`src/rtl/dmc_consts.vh`:
```
// Register offsets, field positions, reset values and mode codes of the mode control block.
// Assumes inclusion by bare name from design files; definitions only.
`ifndef DMC_CONSTS_VH
`define DMC_CONSTS_VH

// ****************************************
// Register word indices (byte address is four times the index)
// ****************************************
`define DMC_IDX_MODE_WORD     8'h00
`define DMC_IDX_FIELD2_END    8'h1D
`define DMC_IDX_CLOCK_SRC     8'h1E
`define DMC_IDX_RUN_RESET     8'h1F
`define DMC_IDX_BLANK_CTRL    8'h20
`define DMC_IDX_ENHANCE       8'h21
`define DMC_IDX_STATUS        8'h22

// ****************************************
// Field positions
// ****************************************
`define DMC_MODE_LSB          5
`define DMC_MODE_MSB          7
`define DMC_STD_LSB           0
`define DMC_STD_MSB           4
`define DMC_CAD_SRC_BIT       8
`define DMC_MEMCLK_BIT        0
`define DMC_OCLK_RATIO_BIT    1
`define DMC_HD_RATIO_BIT      2
`define DMC_BEGIN_BIT         0
`define DMC_CMD_RESET_BIT     15
`define DMC_BLANK_EN_BIT      16

// ****************************************
// Reset values
// ****************************************
`define DMC_RST_CLOCK_SRC     16'h0000
`define DMC_RST_RUN_RESET     16'h0000
`define DMC_RST_FIELD2_END    16'h0000
`define DMC_RST_NOISE         8'h00
`define DMC_RST_DETAIL        10'h000

// ****************************************
// Operating modes
// ****************************************
`define DMC_MODE_ADAPTIVE     3'h0
`define DMC_MODE_PULLDOWN     3'h1
`define DMC_MODE_FILM_P       3'h2
`define DMC_MODE_FILM_SF      3'h3
`define DMC_MODE_PASS         3'h7

// Cadence codes at or above this are invalid.
`define DMC_CAD_INVALID_MIN   4'hA

// Internal clock doubler limit, MHz.
`define DMC_DOUBLER_MAX_MHZ   36

`endif

```
`src/rtl/dmc_mode_control.v`:
```
// Mode control of the deinterlacer: register file, start-up load, mode decode, cadence select.
// Assumes an Avalon-MM master on clk_in and a video stream synchronous to clk_in.
`timescale 1ns/1ps
`include "dmc_consts.vh"

// Functional notes
// - Internal memory clock source means doubled input clock; only valid below 36 MHz.
// - Ratio bit set: output clock equals input; clear: output runs twice input.
// - Commanded reset bit holds the device in reset until software clears it.
// - When enabled, lines first through last of each field are blanked.
// - Blanking happens on incoming video before any processing stage.
// - First and last blank lines are each 8-bit host fields.
// - Noise reduction level is an 8-bit field, 256 steps.
// - Detail enhancement level is a 10-bit field, high-pass plus nonlinear boost.
// - Reset pin low returns all logic and registers to defaults.
// - Standard and mode pins are captured at reset release and used thereafter.
// - Mode comes from pins or the host mode field at bits 7 to 5.
// - Mode codes: adaptive, pulldown, film 24p, film segmented, reserved, pass.
// - Adaptive mode with segmented-frame standard converts segmented to progressive.
// - Pulldown mode merges fields on detected cadence, else vertical-temporal processing.
// - Cadence source bit zero: internal detection; one: external code pins.
// - External cadence codes A to F force vertical-temporal fallback.
// - Film mode drops repeated fields, outputs 24 Hz progressive, no filtering.
// - Film modes always use external cadence, compensation on, source bit ignored; the code forces merge on and never reads the cadence code pins.
// - Film segmented mode is like film mode with segmented-frame output.
// - Pass mode passes active video only, ancillary dropped, buffers in use.
module dmc_mode_control #(
	parameter DATA_W        = 20,
	parameter INPUT_MHZ     = 27,
	parameter [4:0] SF_STD  = 5'h10
) (
	// Clock and reset
	input  wire              clk_in,
	input  wire              resetn_in,
	// Avalon-MM slave
	input  wire [9:0]        avs_address_in,
	input  wire              avs_read_in,
	input  wire              avs_write_in,
	input  wire [31:0]       avs_writedata_in,
	input  wire [3:0]        avs_byteenable_in,
	output reg  [31:0]       avs_readdata_out,
	output reg               avs_waitrequest_out,
	// Strap pins
	input  wire [4:0]        std_pins_in,
	input  wire [2:0]        mode_pins_in,
	// Cadence
	input  wire [3:0]        external_cadence_code_in,
	input  wire              internal_cadence_lock_in,
	// Video stream in
	input  wire              valid_in,
	input  wire              sol_in,
	input  wire              sof_in,
	input  wire [DATA_W-1:0] data_in,
	// Video stream out, to processing
	output reg               valid_out,
	output reg               sol_out,
	output reg               sof_out,
	output reg  [DATA_W-1:0] data_out,
	// Processing controls
	output reg               memory_clock_source_select_out,
	output reg               doubler_out_of_range_out,
	output reg               output_clock_ratio_select_out,
	output reg               hd_clock_ratio_select_out,
	output reg               pipeline_run_out,
	output reg  [2:0]        active_mode_out,
	output reg  [4:0]        video_standard_select_out,
	output reg               field_merge_out,
	output reg               vertical_temporal_processing_out,
	output reg               film_output_out,
	output reg               segmented_output_out,
	output reg               segmented_input_out,
	output reg               filter_bypass_out,
	output reg               drop_ancillary_out,
	output reg  [7:0]        noise_reduction_level_out,
	output reg  [9:0]        detail_enhancement_level_out
);

	// ****************************************
	// Register storage
	// ****************************************
	reg [15:0] mode_word_reg;
	reg [15:0] field2_end_reg;
	reg [15:0] clock_src_reg;
	reg [15:0] run_reset_reg;
	reg        blank_en_reg;
	reg [7:0]  blank_first_reg;
	reg [7:0]  blank_last_reg;
	reg [7:0]  noise_reg;
	reg [9:0]  detail_reg;
	reg        strap_pending_reg;
	reg        ack_reg;

	// Doubler limit is a property of the board clock, flagged not enforced.
	localparam DOUBLER_BAD = (INPUT_MHZ >= `DMC_DOUBLER_MAX_MHZ) ? 1'b1 : 1'b0;

	wire [7:0] word_idx = avs_address_in[9:2];
	wire       req      = (avs_read_in || avs_write_in) && !ack_reg;
	// A write lands on the edge at which the master sees waitrequest low.
	wire       wr       = avs_write_in && ack_reg;
	wire       cmd_rst  = run_reset_reg[`DMC_CMD_RESET_BIT];

	// Byte-lane merge of a 16-bit register.
	function [15:0] merge16;
		input [15:0] old;
		input [31:0] wd;
		input [3:0]  be;
		begin
			merge16[7:0]  = be[0] ? wd[7:0]  : old[7:0];
			merge16[15:8] = be[1] ? wd[15:8] : old[15:8];
		end
	endfunction

	// ****************************************
	// Avalon slave: one wait state, then acknowledge
	// ****************************************
	always @(posedge clk_in or negedge resetn_in) begin
		if (!resetn_in) begin
			ack_reg             <= 1'b0;
			avs_waitrequest_out <= 1'b1;
		end else begin
			ack_reg             <= req;
			avs_waitrequest_out <= !req;
		end
	end

	// Straps are caught on the first clock after reset release, not under reset.
	always @(posedge clk_in or negedge resetn_in) begin
		if (!resetn_in) begin
			strap_pending_reg <= 1'b1;
			mode_word_reg     <= 16'h0000;
			field2_end_reg    <= `DMC_RST_FIELD2_END;
			clock_src_reg     <= `DMC_RST_CLOCK_SRC;
			run_reset_reg     <= `DMC_RST_RUN_RESET;
			blank_en_reg      <= 1'b0;
			blank_first_reg   <= 8'h00;
			blank_last_reg    <= 8'h00;
			noise_reg         <= `DMC_RST_NOISE;
			detail_reg        <= `DMC_RST_DETAIL;
		end else begin
			if (strap_pending_reg) begin
				strap_pending_reg <= 1'b0;
				mode_word_reg[`DMC_STD_MSB:`DMC_STD_LSB]   <= std_pins_in;
				mode_word_reg[`DMC_MODE_MSB:`DMC_MODE_LSB] <= mode_pins_in;
			end else if (wr) begin
				case (word_idx)
					`DMC_IDX_MODE_WORD: begin
						mode_word_reg <= merge16(mode_word_reg, avs_writedata_in,
							avs_byteenable_in);
					end
					`DMC_IDX_FIELD2_END: begin
						field2_end_reg <= merge16(field2_end_reg, avs_writedata_in,
							avs_byteenable_in);
					end
					`DMC_IDX_CLOCK_SRC: begin
						clock_src_reg <= merge16(clock_src_reg, avs_writedata_in,
							avs_byteenable_in);
					end
					`DMC_IDX_RUN_RESET: begin
						// Software or the reset pin clears the commanded reset.
						run_reset_reg <= merge16(run_reset_reg, avs_writedata_in,
							avs_byteenable_in);
					end
					`DMC_IDX_BLANK_CTRL: begin
						if (avs_byteenable_in[0]) begin
							blank_first_reg <= avs_writedata_in[7:0];
						end
						if (avs_byteenable_in[1]) begin
							blank_last_reg <= avs_writedata_in[15:8];
						end
						if (avs_byteenable_in[2]) begin
							blank_en_reg <= avs_writedata_in[`DMC_BLANK_EN_BIT];
						end
					end
					`DMC_IDX_ENHANCE: begin
						if (avs_byteenable_in[0]) begin
							noise_reg <= avs_writedata_in[7:0];
						end
						if (avs_byteenable_in[2]) begin
							detail_reg[7:0] <= avs_writedata_in[23:16];
						end
						if (avs_byteenable_in[3]) begin
							detail_reg[9:8] <= avs_writedata_in[25:24];
						end
					end
					default: begin
					end
				endcase
			end
		end
	end

	// ****************************************
	// Read data
	// ****************************************
	always @(posedge clk_in or negedge resetn_in) begin
		if (!resetn_in) begin
			avs_readdata_out <= 32'h00000000;
		end else if (avs_read_in && !ack_reg) begin
			case (word_idx)
				`DMC_IDX_MODE_WORD:  avs_readdata_out <= {16'h0000, mode_word_reg};
				`DMC_IDX_FIELD2_END: avs_readdata_out <= {16'h0000, field2_end_reg};
				`DMC_IDX_CLOCK_SRC:  avs_readdata_out <= {16'h0000, clock_src_reg};
				`DMC_IDX_RUN_RESET:  avs_readdata_out <= {16'h0000, run_reset_reg};
				`DMC_IDX_BLANK_CTRL: avs_readdata_out <= {15'h0000, blank_en_reg,
					blank_last_reg, blank_first_reg};
				`DMC_IDX_ENHANCE:    avs_readdata_out <= {6'h00, detail_reg, 8'h00,
					noise_reg};
				`DMC_IDX_STATUS:     avs_readdata_out <= {20'h00000,
					vertical_temporal_processing_out, field_merge_out,
					pipeline_run_out, doubler_out_of_range_out, active_mode_out,
					video_standard_select_out};
				default:             avs_readdata_out <= 32'h00000000;
			endcase
		end
	end

	// ****************************************
	// Mode decode
	// ****************************************
	wire [2:0] mode_sel = mode_word_reg[`DMC_MODE_MSB:`DMC_MODE_LSB];
	wire [4:0] std_sel  = mode_word_reg[`DMC_STD_MSB:`DMC_STD_LSB];
	wire       cad_ext  = mode_word_reg[`DMC_CAD_SRC_BIT];
	wire       run_ok   = !cmd_rst && !strap_pending_reg;

	reg merge_n;
	reg vt_n;
	reg film_n;
	reg seg_out_n;
	reg seg_in_n;
	reg bypass_n;
	reg pass_n;
	reg ext_valid;

	always @* begin
		merge_n   = 1'b0;
		vt_n      = 1'b0;
		film_n    = 1'b0;
		seg_out_n = 1'b0;
		seg_in_n  = 1'b0;
		bypass_n  = 1'b0;
		pass_n    = 1'b0;
		ext_valid = (external_cadence_code_in < `DMC_CAD_INVALID_MIN);
		case (mode_sel)
			`DMC_MODE_ADAPTIVE: begin
				vt_n     = 1'b1;
				seg_in_n = (std_sel == SF_STD);
			end
			`DMC_MODE_PULLDOWN: begin
				if (cad_ext) begin
					merge_n = ext_valid;
				end else begin
					merge_n = internal_cadence_lock_in;
				end
				vt_n = !merge_n;
			end
			`DMC_MODE_FILM_P, `DMC_MODE_FILM_SF: begin
				// Film expects the external code, but neither the code pins nor the source bit are read; compensation stays on.
				film_n    = 1'b1;
				merge_n   = 1'b1;
				bypass_n  = 1'b1;
				seg_out_n = (mode_sel == `DMC_MODE_FILM_SF);
			end
			`DMC_MODE_PASS: begin
				// Field buffers still run, so the pipeline must be programmed.
				bypass_n = 1'b1;
				pass_n   = 1'b1;
			end
			default: begin
				vt_n = 1'b1;
			end
		endcase
	end

	always @(posedge clk_in or negedge resetn_in) begin
		if (!resetn_in) begin
			memory_clock_source_select_out   <= 1'b0;
			doubler_out_of_range_out         <= 1'b0;
			output_clock_ratio_select_out    <= 1'b0;
			hd_clock_ratio_select_out        <= 1'b0;
			pipeline_run_out                 <= 1'b0;
			active_mode_out                  <= 3'h0;
			video_standard_select_out        <= 5'h00;
			field_merge_out                  <= 1'b0;
			vertical_temporal_processing_out <= 1'b0;
			film_output_out                  <= 1'b0;
			segmented_output_out             <= 1'b0;
			segmented_input_out              <= 1'b0;
			filter_bypass_out                <= 1'b0;
			drop_ancillary_out               <= 1'b0;
			noise_reduction_level_out        <= 8'h00;
			detail_enhancement_level_out     <= 10'h000;
		end else begin
			memory_clock_source_select_out <= clock_src_reg[`DMC_MEMCLK_BIT];
			// Internal doubler chosen while the input clock is too fast.
			doubler_out_of_range_out <= !clock_src_reg[`DMC_MEMCLK_BIT] && DOUBLER_BAD;
			output_clock_ratio_select_out <= clock_src_reg[`DMC_OCLK_RATIO_BIT];
			hd_clock_ratio_select_out     <= clock_src_reg[`DMC_HD_RATIO_BIT];
			// Begin bit gates the pipeline; host orders it after timing setup.
			pipeline_run_out <= run_ok && run_reset_reg[`DMC_BEGIN_BIT];
			active_mode_out                  <= mode_sel;
			video_standard_select_out        <= std_sel;
			field_merge_out                  <= run_ok && merge_n;
			vertical_temporal_processing_out <= run_ok && vt_n;
			film_output_out                  <= film_n;
			segmented_output_out             <= seg_out_n;
			segmented_input_out              <= seg_in_n;
			filter_bypass_out                <= bypass_n;
			drop_ancillary_out               <= pass_n;
			noise_reduction_level_out        <= noise_reg;
			detail_enhancement_level_out     <= detail_reg;
		end
	end

	// ****************************************
	// Input stream: blanking first, then reset gating
	// ****************************************
	wire              bl_valid;
	wire              bl_sol;
	wire              bl_sof;
	wire [DATA_W-1:0] bl_data;

	dmc_line_blank #(
		.DATA_W (DATA_W),
		.LINE_W (8)
	) u_blank (
		.clk_in        (clk_in),
		.resetn_in     (resetn_in),
		.enable_in     (blank_en_reg),
		.first_line_in (blank_first_reg),
		.last_line_in  (blank_last_reg),
		.valid_in      (valid_in),
		.sol_in        (sol_in),
		.sof_in        (sof_in),
		.data_in       (data_in),
		.valid_out     (bl_valid),
		.sol_out       (bl_sol),
		.sof_out       (bl_sof),
		.data_out      (bl_data)
	);

	always @(posedge clk_in or negedge resetn_in) begin
		if (!resetn_in) begin
			valid_out <= 1'b0;
			sol_out   <= 1'b0;
			sof_out   <= 1'b0;
			data_out  <= {DATA_W{1'b0}};
		end else begin
			valid_out <= bl_valid && run_ok;
			sol_out   <= bl_sol && run_ok;
			sof_out   <= bl_sof && run_ok;
			data_out  <= run_ok ? bl_data : {DATA_W{1'b0}};
		end
	end

endmodule

```
`src/rtl/dmc_line_blank.v`:
```
// Input-side line blanking stage, placed ahead of all processing.
// Assumes a pixel stream with valid, start-of-line and start-of-field marks on clk_in.
`timescale 1ns/1ps

module dmc_line_blank #(
	parameter DATA_W = 20,
	parameter LINE_W = 8
) (
	// Clock and reset
	input  wire              clk_in,
	input  wire              resetn_in,
	// Control
	input  wire              enable_in,
	input  wire [LINE_W-1:0] first_line_in,
	input  wire [LINE_W-1:0] last_line_in,
	// Stream in
	input  wire              valid_in,
	input  wire              sol_in,
	input  wire              sof_in,
	input  wire [DATA_W-1:0] data_in,
	// Stream out
	output reg               valid_out,
	output reg               sol_out,
	output reg               sof_out,
	output reg  [DATA_W-1:0] data_out
);

	// Line count saturates so that long fields never wrap back into the window.
	reg [LINE_W:0] line_reg;
	reg [LINE_W:0] cur_line;
	reg            blank_now;

	always @* begin
		if (valid_in && sof_in) begin
			cur_line = {{LINE_W{1'b0}}, 1'b1};
		end else if (valid_in && sol_in && !line_reg[LINE_W]) begin
			cur_line = line_reg + {{LINE_W{1'b0}}, 1'b1};
		end else begin
			cur_line = line_reg;
		end
		blank_now = enable_in && !cur_line[LINE_W] &&
			(cur_line[LINE_W-1:0] >= first_line_in) &&
			(cur_line[LINE_W-1:0] <= last_line_in);
	end

	always @(posedge clk_in or negedge resetn_in) begin
		if (!resetn_in) begin
			line_reg  <= {(LINE_W+1){1'b0}};
			valid_out <= 1'b0;
			sol_out   <= 1'b0;
			sof_out   <= 1'b0;
			data_out  <= {DATA_W{1'b0}};
		end else begin
			line_reg  <= cur_line;
			valid_out <= valid_in;
			sol_out   <= sol_in;
			sof_out   <= sof_in;
			data_out  <= blank_now ? {DATA_W{1'b0}} : data_in;
		end
	end

endmodule

```
`config.mk`:
```
export PLATFORM = sky130hd
export DESIGN_NAME = dmc_mode_control
export DESIGN_NICKNAME = d
export VERILOG_FILES = /design/src/rtl/dmc_mode_control.v /design/src/rtl/dmc_line_blank.v
export VERILOG_INCLUDE_DIRS = /design/src /design/src/rtl
export SDC_FILE = /design/constraint.sdc
export NUM_CORES = 1
export LEC_CHECK = 0
export BUFFER_PORTS_ARGS = -buffer_cell sky130_fd_sc_hd__buf_2
export CAP_MARGIN = 5
export CORE_MARGIN = 8
export CORE_UTILIZATION = 25
export CTS_CLUSTER_SIZE = 14
export DETAILED_ROUTE_END_ITERATION = 7
export PLACE_DENSITY_LB_ADDON = 0.05
export SYNTH_ARGS = -nofsm -noshare
export SYNTH_HDL_FRONTEND = slang
export SYNTH_SLANG_ARGS = --single-unit
```
`constraint.sdc`:
```
create_clock -name clk_in -period 3.44 [get_ports clk_in]
set_clock_uncertainty 0.15 [all_clocks]
set_input_delay 0.344 -clock clk_in [delete_from_list [all_inputs] [get_ports clk_in]]
set_output_delay 0.344 -clock clk_in [all_outputs]
set_load 0.03 [all_outputs]
```
==> impl_results.md <==
- Hold buffers post-CTS: 58
- Post-Route WL: 31600 um
- Num CTS Buffers: 27
- WL/cell: 20.3 um
- Pwr per Cell Area: 471 mW/mm^2
- Min Tclk post-route: 3060 ps
- CORE AREA: 0.0383 mm^2
- Yosys cell types: 72
- # DRC: 0
- Final hold slack: 38.6 ps
- Worst-Margin Slew: 707 ps
- Leakage power: 6.16 nW
- Buffers on Ports: 163
- Final Hold Viols: 0
- Via count: 6892
- First-pass GRT wire length: 48500 um
- Largest registers: avs_readdata_out: 26 flops, data_out: 20 flops, u_blank.data_out: 20 flops
- Crit Path Category: input pin to flop
- Final ANT Viol Nets: 0
- Post-CTS Setup Inserts: 0
- Max-Cap Viols: 0
- Hpwl dp: 23100 um
- Vias per inst: 4.44
- I/O pins: 180
- Synth top area share: 56.8%
- Die ar.: 0.0449 mm^2
- Overall Global Routing Usage: 14.0%
- Post-synth top flop: dfrtp_1
- CTS root buf: clkbuf_16
- Sink Count: 220
- Share of layout cells above drive strength 1: 36.2%
- Initial antenna violation count: 0
- Starting Density: 25.1%
- Clk slew on worst S/H paths: 60 ps
- Vias in the first global route: 7656
- Sequential area share after synthesis: 57.3%
- Area leader, netlist: dfrtp_1
- Cell area after synthesis: 0.00960 mm^2
- Fraction of registers with async set/reset: 100%
- Yosys reg bits: 220
- # setup viols final: 0
- Die width: 212 um
- Post-synthesis adder-cell area fraction: 2.19%
- Worst min path class: input pin to flop
- Critical Path Slowest Stage Cell: dlygate4sd3_1
- Final WS setup: 377 ps
- Post-CTS sizing: 0
- Post-Route Setup TNS: 0 ps
- Warnings, synthesis: 0
- CP Cell Sequence: dlygate4sd3_1, buf_2, and4b_2, nand4_1, xor2_1, nor2_1, ha_1, a211oi_1, nand2b_1, o221ai_1, mux2_4, buf_12, o32ai_2
- Post-Synth XOR/XNOR Area: 0.456%
- Cells after Synth: 767
- Overflow after GRT: 0
- Die height: 212 um
- H-tree depth: 1
- 1st-iter DRT viols: 338
- Worst setup EP type: flop
- Cell with the most instances after synthesis: dfrtp_1
- Startpoint Class: input pin
- Largest family of logic cells by synthesized area: compound AO/OA/AOI/OAI gates
- RSZ-0062 raised after global routing: no
- Maximum VDD drop: 0.000322 V
- Number of synthesized flops with an enable pin: 0
- Max-slew headroom: 52.6%
- Layout Nets: 1117
- Pin count of the biggest net entering global routing: 86
- Synth Area in Simple Gates: 11.1%
- CTS tree: done
- Area grow syn2layout: 31.6%
- Top post-synthesis cells by count: 218 x dfrtp_1, 88 x mux2_2, 67 x nand2_1
- Fmax: 326 MHz
- Critical Path AT: 3340 ps
- Ant. Diodes: 0
- Top cells by area, synth: dfrtp_1 57%, mux2_2 10%, o32ai_2 3.4%
- Max reg flops: 26
- Drt pass-1 iters: 5
- Worst EP required: 3720 ps
- Status: complete, no violations
- Post-Place Setup Slack: 369 ps
- CP max FO: 20
- Placer Congestion: 0.738
- Slowest cell delay on critical path: 550 ps
- Slew Limit Fails: 0
- Std-Cell Rows: 72
- Synth Area in Compound Gates: 12.9%
- CTS Buffer Depth: 3
- Syn Area/Cell: 12.5 um^2
- Clk_lat worst skew: 550 ps
- Most flops, register: avs_readdata_out
- Mux cell area share after synthesis: 11.5%
- Period utilisation layout: 89.0%
routing by layer:
metal  vias to the layer above  share of wire [%]  track usage (%)
met2                       148                 47             22.7
met5                         -                  0                0
li1                       3248                  -                -
met3                        38                4.2             2.56
met4                         0                2.2             3.40
met1                      3458                 47             19.3
kinds of logic (layout without fill, tap and decap cells):
group                      Yosys count  count (layout)
DFF                                220             220
and+or+nand+nor                    194             194
AOI/OAI and AO/OA                  135             135
muxes                               99              99
buffers and inverters               96             357
adders and majority gates           17              17
xor gates and xnor gates             5               5
other                                1               8
path summary, 6_finish.rpt:
kind / to / slack, ps / start / cells after the start
max reg2reg: u_blank.data_out[17] / 400 / u_blank.line_reg[0] / 12
max: u_blank.data_out[2] / 380 / valid_in / 13
min in group asynchronous: detail_reg[6] / 250 / resetn_in / 2
min reg2reg: noise_reduction_level_out[7] / 230 / noise_reg[7] / 0
max in group asynchronous: strap_pending_reg / 2060 / resetn_in / 3
min: mode_word_reg[3] / 40 / avs_writedata_in[3] / 3
cell type report:
type,instances,area [um^2]
clock inverter,8,46.3
inverter,53,199
tap,518,648
multi-input combinational,458,3710
clock buffer,41,798
fill,3920,25600
sequential,220,5510
timing repair buffer,255,1720
through the flow:
stage	total power, mW	util [%]	area [um^2]	std cells
final	5.96	33.0	12600	1553
after global routing	6.23	33.0	12600	1553
after CTS	6.10	33.0	12600	1553
after detailed placement	3.24	29.3	11200	1446
after global placement	3.24	29.3	11200	1446
after floorplan	2.97	-	9630	774
worst max-delay path: cells and delay by family:
family / cells / cell delay, ps
xor gates and xnor gates: 1 / 160
adders and majority gates: 1 / 320
and+or+nand+nor: 4 / 670
AOI/OAI and AO/OA: 3 / 760
muxes: 1 / 190
buffers and inverters: 3 / 880
power by group:
group / leakage (nW) / internal (mW) / switching (mW)
clock network: 0.419 / 1.59 / 1.14
logic: 2.85 / 0.193 / 0.331
registers: 2.89 / 2.66 / 0.0466
total: 6.16 / 4.44 / 1.51
layout by cell type (no fill, tap or decap), types with 10 or more instances in the layout:
cell type and n:
ha_1 16, nor2b_1 11, inv_1 53, buf_4 29
mux2i_1 10, nand2_1 67, o21ai_0 18, a221oi_1 11
mux2_2 88, dfrtp_1 218, nor2_1 23, nand3_1 16
and2_1 27, buf_2 162, dlygate4sd3_1 58, clkbuf_16 27
a22oi_1 14, o32ai_2 20
No activity file was read; power rests on OpenSTA's default activity.
